**src/verilog/agt_pkg.sv**
```systemverilog
// Behaviour
// - tx common-mode bit 7: 0 internal 1.5 V reference, 1 external pin.
// - tx mute bit 6: 0 passes transmit signal, 1 silences it.
// - tx attenuation bit 4: 0 none, 1 a -3 dB step.
// - rx mute bit 2: 0 passes receive signal, 1 silences it.
// - rx attenuation 00 none, 01 -3 dB, 10 -6 dB; 11 never used.
// - writing 1 to bit 7 starts calibration; reads 1 until done.
// - first trim bits 5..0 enable six calibrations, read 1 until done.
// - second trim bits 5..3 enable leakage and monitor calibrations.
// - second trim bits 2 and 1 enable audio dac/adc offset trims.
// - second trim bit 0 enables longitudinal balance trim, reads 0 after.
`default_nettype none
package agt_pkg;
   localparam int CLK_MHZ = 25;
   localparam int STEP_US = 10;
   localparam int STEP_CYC = STEP_US * CLK_MHZ;
   localparam int CNT_W = 8;
   localparam logic [CNT_W-1:0] STEP_LAST = CNT_W'(STEP_CYC - 1);
   // register indices, byte address is four times the index
   localparam logic [7:0] IDX_TRIM1 = 8'h0B;
   localparam logic [7:0] IDX_TRIM2 = 8'h0C;
   localparam logic [7:0] IDX_GAIN = 8'h15;
   localparam logic [7:0] IDX_IRQ_ST = 8'h16;
   localparam logic [7:0] IDX_IRQ_MSK = 8'h17;
   localparam logic [7:0] ADDR_TRIM1 = 8'(IDX_TRIM1 * 4);
   localparam logic [7:0] ADDR_TRIM2 = 8'(IDX_TRIM2 * 4);
   localparam logic [7:0] ADDR_GAIN = 8'(IDX_GAIN * 4);
   localparam logic [7:0] ADDR_IRQ_ST = 8'(IDX_IRQ_ST * 4);
   localparam logic [7:0] ADDR_IRQ_MSK = 8'(IDX_IRQ_MSK * 4);
   // field positions
   localparam int GAIN_CMSEL = 7;
   localparam int GAIN_TXMUTE = 6;
   localparam int GAIN_TXATT = 4;
   localparam int GAIN_RXMUTE = 2;
   localparam int TRIM1_START = 7;
   localparam int IRQ_DONE = 0;
   localparam int IRQ_BADCODE = 1;
   localparam logic [1:0] RX_ATT_RSVD = 2'h3;
   // writable bit masks
   localparam logic [7:0] GAIN_MASK = 8'hD7;
   localparam logic [7:0] TRIM1_MASK = 8'hBF;
   localparam logic [7:0] TRIM2_MASK = 8'h3F;
   localparam logic [1:0] IRQ_MASK = 2'h3;
   // values after reset
   localparam logic [7:0] GAIN_RST = 8'h00;
   localparam logic [7:0] TRIM1_RST = 8'h00;
   localparam logic [7:0] TRIM2_RST = 8'h00;
   localparam logic [1:0] IRQ_RST = 2'h0;
   typedef enum logic [1:0] {
      AGT_IDLE = 2'b01,
      AGT_RUN  = 2'b10
   } agt_state_t;
endpackage
`default_nettype wire

```
**src/verilog/agt_regs.sv**
```systemverilog
`timescale 1ns/100ps
`default_nettype none
module agt_regs (
   input  wire logic        pclk,                  // bus clock
   input  wire logic        presetn,               // async reset, low
   input  wire logic        pce,                   // clock enable
   input  wire logic        psel,                  // apb select
   input  wire logic        penable,               // apb access phase
   input  wire logic        pwrite,                // apb direction
   input  wire logic [7:0]  paddr,                 // apb byte address
   input  wire logic [31:0] pwdata,                // apb write data
   input  wire logic [3:0]  pstrb,                 // apb byte strobes
   output logic      [31:0] prdata,                // apb read data
   output logic             pready,                // apb ready
   output logic             pslverr,               // unmapped address
   output logic             tx_common_mode_select, // 1 external pin
   output logic             tx_mute,               // transmit muted
   output logic             tx_attenuation,        // -3 dB step
   output logic             rx_mute,               // receive muted
   output logic      [1:0]  rx_attenuation,        // receive step
   output logic      [11:0] trim_step_active,      // running step
   output logic             cal_busy,              // sequence running
   output logic             irq                    // level interrupt
);
   import agt_pkg::*;

   ////////////////////////////////////////////////////////////////////
   logic [7:0]       gain_r, gain_nxt;
   logic [7:0]       t1_r, t1_nxt;
   logic [7:0]       t2_r, t2_nxt;
   logic [1:0]       st_r, st_nxt;
   logic [1:0]       msk_r, msk_nxt;
   logic [31:0]      prdata_r, prdata_nxt;
   logic             pready_r, pready_nxt;
   logic             pslverr_r, pslverr_nxt;
   logic [11:0]      act_r, act_nxt;
   logic             busy_r, busy_nxt;
   logic             irq_r, irq_nxt;
   logic [CNT_W-1:0] cnt_r, cnt_nxt;
   agt_state_t       state_r, state_nxt;
   logic             acc, xfer, wr, hit;
   logic             s_t1, s_t2, s_gain, s_st, s_msk;
   logic [11:0]      pend, pend_nxt, first, first_nxt;
   logic             ev_done, ev_bad;
   logic [7:0]       gw;

   assign acc  = psel & penable & ~pready_r;
   assign xfer = psel & penable & pready_r;
   assign wr   = xfer & pwrite & pstrb[0];
   assign s_t1   = (paddr == ADDR_TRIM1);
   assign s_t2   = (paddr == ADDR_TRIM2);
   assign s_gain = (paddr == ADDR_GAIN);
   assign s_st   = (paddr == ADDR_IRQ_ST);
   assign s_msk  = (paddr == ADDR_IRQ_MSK);
   assign hit  = s_t1 | s_t2 | s_gain | s_st | s_msk;
   assign pend = {t1_r[5:0], t2_r[5:0]};
   assign pend_nxt = {t1_nxt[5:0], t2_nxt[5:0]};

   // steps run from the highest enable bit downward
   genvar gi;
   generate
      for (gi = 0; gi < 12; gi++) begin : g_first
         assign first[gi]     = pend[gi] & ~|(pend >> (gi + 1));
         assign first_nxt[gi] = pend_nxt[gi] & ~|(pend_nxt >> (gi + 1));
      end
   endgenerate

   ////////////////////////////////////////////////////////////////////
   // apb slave: one wait state, data sampled with the access phase
   always_comb begin
      pready_nxt  = acc;
      pslverr_nxt = acc & ~hit;
      prdata_nxt  = prdata_r;
      if (acc) begin
         prdata_nxt = 32'h0000_0000;
         if (pwrite) begin
            prdata_nxt = prdata_r;
         end else if (s_t1) begin
            prdata_nxt[7:0] = t1_r;
         end else if (s_t2) begin
            prdata_nxt[7:0] = t2_r;
         end else if (s_gain) begin
            prdata_nxt[7:0] = gain_r;
         end else if (s_st) begin
            prdata_nxt[1:0] = st_r;
         end else if (s_msk) begin
            prdata_nxt[1:0] = msk_r;
         end
      end
   end

   ////////////////////////////////////////////////////////////////////
   // audio path settings
   always_comb begin
      gw       = pwdata[7:0] & GAIN_MASK;
      gain_nxt = gain_r;
      ev_bad   = 1'b0;
      if (wr && s_gain) begin
         gain_nxt = gw;
         if (gw[1:0] == RX_ATT_RSVD) begin
            gain_nxt[1:0] = gain_r[1:0];
            ev_bad        = 1'b1;
         end
      end
   end

   ////////////////////////////////////////////////////////////////////
   // calibration sequencer
   always_comb begin
      t1_nxt    = t1_r;
      t2_nxt    = t2_r;
      cnt_nxt   = cnt_r;
      state_nxt = state_r;
      ev_done   = 1'b0;
      case (state_r)
         AGT_IDLE: begin
            cnt_nxt = '0;
            if (wr && s_t1) begin
               t1_nxt = pwdata[7:0] & TRIM1_MASK;
               if (t1_nxt[TRIM1_START]) begin
                  state_nxt = AGT_RUN;
               end
            end
            if (wr && s_t2) begin
               t2_nxt = pwdata[7:0] & TRIM2_MASK;
            end
         end
         AGT_RUN: begin
            // trim writes are dropped here, so only reset can abort a run
            if (pend == 12'h000) begin
               t1_nxt[TRIM1_START] = 1'b0;
               state_nxt    = AGT_IDLE;
               ev_done      = 1'b1;
            end else if (cnt_r == STEP_LAST) begin
               cnt_nxt = '0;
               t1_nxt[5:0] = t1_r[5:0] & ~first[11:6];
               t2_nxt[5:0] = t2_r[5:0] & ~first[5:0];
            end else begin
               cnt_nxt = cnt_r + 1'b1;
            end
         end
         default: begin
            state_nxt = AGT_IDLE;
         end
      endcase
   end

   // busy and the step display follow the state being entered
   assign busy_nxt = (state_nxt == AGT_RUN);
   assign act_nxt  = busy_nxt ? first_nxt : 12'h000;

   ////////////////////////////////////////////////////////////////////
   // interrupt: sticky status, read clears only what was returned
   always_comb begin
      msk_nxt = msk_r;
      st_nxt  = st_r;
      if (wr && s_msk) begin
         msk_nxt = pwdata[1:0] & IRQ_MASK;
      end
      if (xfer && !pwrite && s_st) begin
         st_nxt = st_r & ~prdata_r[1:0];
      end
      // a new event in the clearing cycle wins
      st_nxt[IRQ_DONE]    = st_nxt[IRQ_DONE] | ev_done;
      st_nxt[IRQ_BADCODE] = st_nxt[IRQ_BADCODE] | ev_bad;
      irq_nxt = |(st_nxt & msk_nxt);
   end

   ////////////////////////////////////////////////////////////////////
   always_ff @(posedge pclk or negedge presetn) begin
      if (!presetn) begin
         gain_r    <= GAIN_RST;
         t1_r      <= TRIM1_RST;
         t2_r      <= TRIM2_RST;
         st_r      <= IRQ_RST;
         msk_r     <= IRQ_RST;
         prdata_r  <= 32'h0000_0000;
         pready_r  <= 1'b0;
         pslverr_r <= 1'b0;
         act_r     <= 12'h000;
         busy_r    <= 1'b0;
         irq_r     <= 1'b0;
         cnt_r     <= '0;
         state_r   <= AGT_IDLE;
      end else if (pce) begin
         gain_r    <= gain_nxt;
         t1_r      <= t1_nxt;
         t2_r      <= t2_nxt;
         st_r      <= st_nxt;
         msk_r     <= msk_nxt;
         prdata_r  <= prdata_nxt;
         pready_r  <= pready_nxt;
         pslverr_r <= pslverr_nxt;
         act_r     <= act_nxt;
         busy_r    <= busy_nxt;
         irq_r     <= irq_nxt;
         cnt_r     <= cnt_nxt;
         state_r   <= state_nxt;
      end
   end

   assign prdata  = prdata_r;
   assign pready  = pready_r;
   assign pslverr = pslverr_r;
   assign tx_common_mode_select = gain_r[GAIN_CMSEL];
   assign tx_mute          = gain_r[GAIN_TXMUTE];
   assign tx_attenuation   = gain_r[GAIN_TXATT];
   assign rx_mute          = gain_r[GAIN_RXMUTE];
   assign rx_attenuation   = gain_r[1:0];
   assign trim_step_active = act_r;
   assign cal_busy         = busy_r;
   assign irq              = irq_r;
endmodule
`default_nettype wire
```
**config.mk**
```make
export PLATFORM = sky130hd
export DESIGN_NAME = agt_regs
export DESIGN_NICKNAME = d
export VERILOG_FILES = /design/src/verilog/agt_pkg.sv /design/src/verilog/agt_regs.sv
export SDC_FILE = /design/constraint.sdc
export NUM_CORES = 1
export LEC_CHECK = 0
export ABC_CLOCK_PERIOD_IN_PS = 3600
export BUFFER_PORTS_ARGS = -buffer_cell sky130_fd_sc_hd__buf_2
export CAP_MARGIN = 10
export CORE_MARGIN = 2
export CORE_UTILIZATION = 53
export DETAILED_ROUTE_END_ITERATION = 10
export PLACE_DENSITY = 0.83
export SETUP_SLACK_MARGIN = 0.02
export SLEW_MARGIN = 25
export SYNTH_ARGS = -nofsm -noshare
export SYNTH_HDL_FRONTEND = slang
export SYNTH_SLANG_ARGS = --single-unit
```
**constraint.sdc**
```tcl
create_clock -name pclk -period 3.6 [get_ports pclk]
set_clock_uncertainty 0.1 [all_clocks]
set_input_delay 0.72 -clock pclk [delete_from_list [all_inputs] [get_ports pclk]]
set_output_delay 0.72 -clock pclk [all_outputs]
set_load 0.01 [all_outputs]
```
Yosys cells after proc, flatten, opt, wreduce, memory -nomap -nowiden

Index checks and enable logic that the tools add are counted.

Add/sub/neg operators: 1
Equal/unequal tests: 13
Mux-type cells: 30
Bitwise gates (word level): 45
Reductions and logical operators: 57

Operators by type and width:

| operator                                            | count |
|---|---|
| 2-to-1 mux 8 bit                                    | 5 |
| 2-to-1 mux 6 bit                                    | 6 |
| bitwise AND 1 bit                                   | 28 |
| equality test 8 x 7 -> 1 bit, second input constant | 3 |
| one-hot mux 6 bit (2 select lines)                  | 2 |
| zero test 1 bit                                     | 23 |
| OR reduction 11 bit                                 | 2 |
| OR reduction 10 bit                                 | 2 |
| OR reduction 9 bit                                  | 2 |
| equality test 8 x 6 -> 1 bit, second input constant | 2 |
| 2-to-1 mux 2 bit                                    | 8 |
| one-hot mux 8 bit (2 select lines)                  | 1 |
| OR reduction 8 bit                                  | 2 |
| OR reduction 7 bit                                  | 2 |
| bitwise AND 6 bit                                   | 2 |
| zero test 12 bit                                    | 1 |
| 2-to-1 mux 12 bit                                   | 1 |
| inverter 6 bit                                      | 2 |
| OR reduction 6 bit                                  | 2 |
| OR reduction 5 bit                                  | 2 |
| AND reduction 3 bit                                 | 3 |
| adder 8 x 1 -> 8 bit, second input constant         | 1 |
| equality test 8 bit, second input constant          | 1 |
| OR reduction 4 bit                                  | 2 |
| other kinds (16)                                    | 41 |

Flip-flop bits (word level): 57
Output and inout port bits: 54
Word-level logic and storage cells: 161

Logic depth before layout (Yosys ltp)

Depth after elaboration: 12
Mapped depth: 10
Mapped depth without buffers: 9

Least setup slack after synthesis

Ideal clock, no wire load.

Kind: input-to-reg
Start point: in paddr[2]
End point: reg act_r[2] (netlist: trim_step_active[2])
Setup time: 0.067 ns
Arrival time: 2.425 ns
Path slack: 1.007 ns
Cell stages on the path: 8
Path buffers: 2
Cells stage by stage: buf_4 nor4b_2 nand4_1 buf_2 a21o_1 a221o_1 and4b_1 a32o_1

Cells in the longest elaborated chain, start to end: 8

Ends and longest elaborated chain:

| item                                                        | line                             | text |
|---|---|---|
| from (decl)                                                 | agt_regs.sv:10                   | `input wire logic [7:0] paddr,` |
| equality test 8 x 6 -> 1 bit (on tied branches)             | agt_regs.sv:51, agt_regs.sv:50   |  |
| logical AND 1 bit (on tied branches)                        | agt_regs.sv:124, agt_regs.sv:118 |  |
| 2-to-1 mux 6 bit / 2-to-1 mux 8 bit (equally long branches) | agt_regs.sv:124, agt_regs.sv:118 |  |
| one-hot mux 6 bit (2 select lines)                          | agt_regs.sv:115                  | `case (state_r)` |
| OR reduction 9 bit                                          | agt_regs.sv:64                   | `assign first_nxt[gi] = pend_nxt[gi] & ~\|(pend_nxt >> (gi + 1));` |
| zero test 1 bit                                             | agt_regs.sv:64                   |  |
| bitwise AND 1 bit                                           | agt_regs.sv:64                   |  |
| 2-to-1 mux 12 bit *                                         | agt_regs.sv:150                  | `assign act_nxt = busy_nxt ? first_nxt : 12'h000;` |
| to (signal assigned)                                        | agt_regs.sv:194                  | `act_r <= act_nxt;` |
| to (decl)                                                   | agt_regs.sv:36                   | `logic [11:0] act_r, act_nxt;` |

Every way passes the cells marked *; elsewhere a longest branch is shown, timed or not. The select of a mux whose other input is x is not followed.
A chain may end at the register's enable or synchronous reset.

Worst setup path in the final report

Start point: reg state_r[0]
End point: reg act_r[2] (netlist: trim_step_active[2])

Cells in the longest elaborated chain, start to end: 6

Ends and longest elaborated chain:

| item                                                                       | line            | text |
|---|---|---|
| from (decl)                                                                | agt_regs.sv:40  | `agt_state_t state_r, state_nxt;` |
| from (signal assigned)                                                     | agt_regs.sv:198 | `state_r <= state_nxt;` |
| equality test 2 bit / equality test 2 x 1 -> 1 bit (equally long branches) | agt_regs.sv:115 |  |
| one-hot mux 6 bit (2 select lines)                                         | agt_regs.sv:115 |  |
| OR reduction 9 bit                                                         | agt_regs.sv:64  |  |
| zero test 1 bit                                                            | agt_regs.sv:64  |  |
| bitwise AND 1 bit                                                          | agt_regs.sv:64  |  |
| 2-to-1 mux 12 bit *                                                        | agt_regs.sv:150 |  |

Every way passes the cells marked *; elsewhere a longest branch is shown, timed or not.

==> flow_summary.ini <==
[drt]
drc = 0
dr_total_vias = 3249
wl_per_cell_um = 17.2
antenna_left = 0
routed_via_density = 6.17
routed_wl_um = 9040
drtIter0Drc = 292
drt-pass1-iter-count = 5

[setup_path]
cp.required_ns = 3.73
crit_fanout = 15
crit_arrival_ns = 3.11
setup.worst_path.class = reg -> reg
end_kind = flop
cp-start-kind = flop

[synthesis]
yosys-top-cells-area = dfrtp_1 (38%), buf_4 (5.1%), nor2_1 (3.9%), o21ai_0 (3.7%), nand2_1 (3.0%)
ys_ff_latch = 57
synth_top_area_share_pct = 38.1
ys.flop_type = dfrtp_1
async_flop_share_pct = 100
postSynthCellCount = 396
synth_area_sq_um = 3680
seq_area_frac_synth_pct = 38.8
synth.distinct_cells = 81
yosys_warnings = 0
yosys.area.top_type = dfrtp_1
syn-mean-instance-area_sq_um = 9.29
synth-edff-count = 0

[sta]
relSlewSlack_pct = 44.5
rsz0062_at_grt = false
period_share_pct = 82.8
fmax_ghz = 0.336
tns_ns = 0
drv_slew = 0
worst-slew-pin-transition_ns = 0.829
finalWorstSetupSlack_ns = 0.620
finalHoldViolCount = 0
min_period_ns = 2.98
setup_viol = 0

[finish]
layout.nets = 496
diodes = 0
fillCellCount = 559
synthToLayoutAreaGrowth_pct = 10.1
register_area_sq_um = 1430
instances_no_fill = 527
multi_input_comb_area_sq_um = 1960
post-route-cell-area_sq_um = 4050
final_layout_size_suffix_gt1_share_pct = 22.8

[run_status]
run_status = complete, no violations

[floorplan]
rows = 30
dieArea_sq_um = 7620
dieHeight_um = 87.3
fp.coreArea_sq_um = 6760
die_x_um = 87.3
start_util_pct = 54.4
ioPinCount = 104

[power_and_ir_drop]
powerDensity_nw_per_um2 = 562
power_uw = 2270
ir_worst_vdd_uv = 228
cellLeakagePower_uw = 0.00187

[placement]
port_buffers = 52
dp_hpwl_um = 6420
post-place-ws_ns = 0.611
gp_congestion = 0.974
dp.cells = 511
post_dp_cell_area_sq_um = 3830

[global_routing]
grt_pass1_vias = 3071
track_usage_pct = 24.9
grt_pass1_wl_um = 14800
grt_overflow_total = 0
antenna_found_initial = 0
grt_start_max_net_pins = 58

[clock_tree]
tritoncts = done
cts_buffers = 9
cts-resized-gates = 0
clock_sinks = 57
h-tree-depth = 3
post_cts_buffers = 0
clockRootBuffer = clkbuf_8
insertion_delay_ns = 0.34
holdBufCountCts = 0
cts.clk_slew.worst_paths_ns = 0.07
cts_buffer_depth = 2

[run]
cap_violations = 0

[worst_hold_path]
hold_class = reg -> reg
[layer usage]
| layer | global-route usage, % | vias up | routed length (um) |
|---|---|---|---|
| met4 | 10.6 | 0 | 178 |
| met1 | 31.9 | 1590 | 3790 |
| met3 | 5.78 | 17 | 577 |
| met2 | 40.4 | 133 | 4500 |
| met5 | 0 | - | 0 |
| li1 | - | 1509 | - |
[power breakdown]
group	switching, uW	internal (uW)
sequential	121	724
clock	278	388
combinational	465	299
total	863	1410
[cell families (layout without fill, tap and decap cells)]
group | after synthesis | after routing | share of synthesized area (%)
AND/OR/NAND/NOR | 146 | 146 | 23.6
AO/OA/AOI/OAI | 120 | 120 | 22.7
flip-flops | 57 | 57 | 38.8
buffers and inverters | 57 | 85 | 10.2
multiplexers | 11 | 11 | 3.27
adder cells (fa/ha/maj) | 4 | 4 | 1.36
other | 1 | 24 | 0.102
[through the flow]
| step | utilization, % | hold slack (ns) |
|---|---|---|
| after global placement | 56.7 | 0.359 |
| after global routing | 59.9 | 0.397 |
| after floorplan | - | 0.324 |
| after CTS | 59.9 | 0.379 |
| final | 59.9 | 0.378 |
| after detailed placement | 56.7 | 0.363 |
[layout make-up]
class / instances / share of cell area [%]
Clock buffer: 9 / 3.06
Tap cell: 80 / 2.47
Multi-Input combinational cell: 305 / 48.5
Clock inverter: 7 / 2.35
Inverter: 13 / 1.21
Timing Repair Buffer: 56 / 7.17
Sequential cell: 57 / 35.3
[cells in the mapped netlist, types with 3 or more instances]
library cell and number:
nand4_1 4, mux2i_1 3, mux2_1 4, nor3_1 5
o2bb2ai_1 7, and2_1 8, o211ai_1 3, nand2_1 29
o31ai_1 5, nand3_1 12, o211a_1 3, buf_4 25
a21o_1 4, ha_1 4, a22oi_1 10, nor2b_1 5
a21oi_1 21, and3_1 5, dfrtp_1 56, nor2_1 38
inv_1 13, or3_1 3, a31oi_1 5, clkbuf_1 8
nand2b_1 4, buf_2 3, o22ai_1 3, mux2_2 4
clkbuf_8 4, a221oi_1 5, o21ai_0 27, or2_1 3
[cells in the final DEF, fill, tap and decap left out, types with 8 or more instances in the layout]
cell type and n:
a21oi_1 21, a22oi_1 10, and2_1 8, buf_2 52, clkbuf_8 9, conb_1 24
dfrtp_1 56, inv_1 13, nand2_1 29, nand3_1 12, nor2_1 38, o21ai_0 27
[worst max-delay path: stages, from the launching register on]
cell and delay [ns]:
dfstp_2 0.54, ha_1 0.53, inv_1 0.36, nor3_1 0.55, a221o_1 0.29, and4b_1 0.24
a32o_1 0.26
[flip-flops by register name, indices dropped and copies added (netlist names)]
signal	flops
msk_r	2
cal_busy	1
state_r	2
gain_r	6
irq	1
st_r	2
pslverr	1
prdata	8
trim_step_active	12
cnt_r	8
pready	1
t1_r	7
t2_r	6
[worst paths after layout]
kind	start	to	slack, ns	depth (start not counted)
worst max-delay path	state_r[0]$_DFFE_PN1P_	trim_step_active[2]$_DFFE_PN0P_	0.62	6
worst min-delay path	cnt_r[6]$_DFFE_PN0P_	cnt_r[6]$_DFFE_PN0P_	0.38	1
worst max register to register	state_r[0]$_DFFE_PN1P_	trim_step_active[2]$_DFFE_PN0P_	0.62	6
worst min register to register	cnt_r[6]$_DFFE_PN0P_	cnt_r[6]$_DFFE_PN0P_	0.38	1
max in group asynchronous	presetn	trim_step_active[9]$_DFFE_PN0P_	2.49	2
min in group asynchronous	presetn	irq$_DFFE_PN0P_	0.42	2
(Power assumes the default switching activity.)
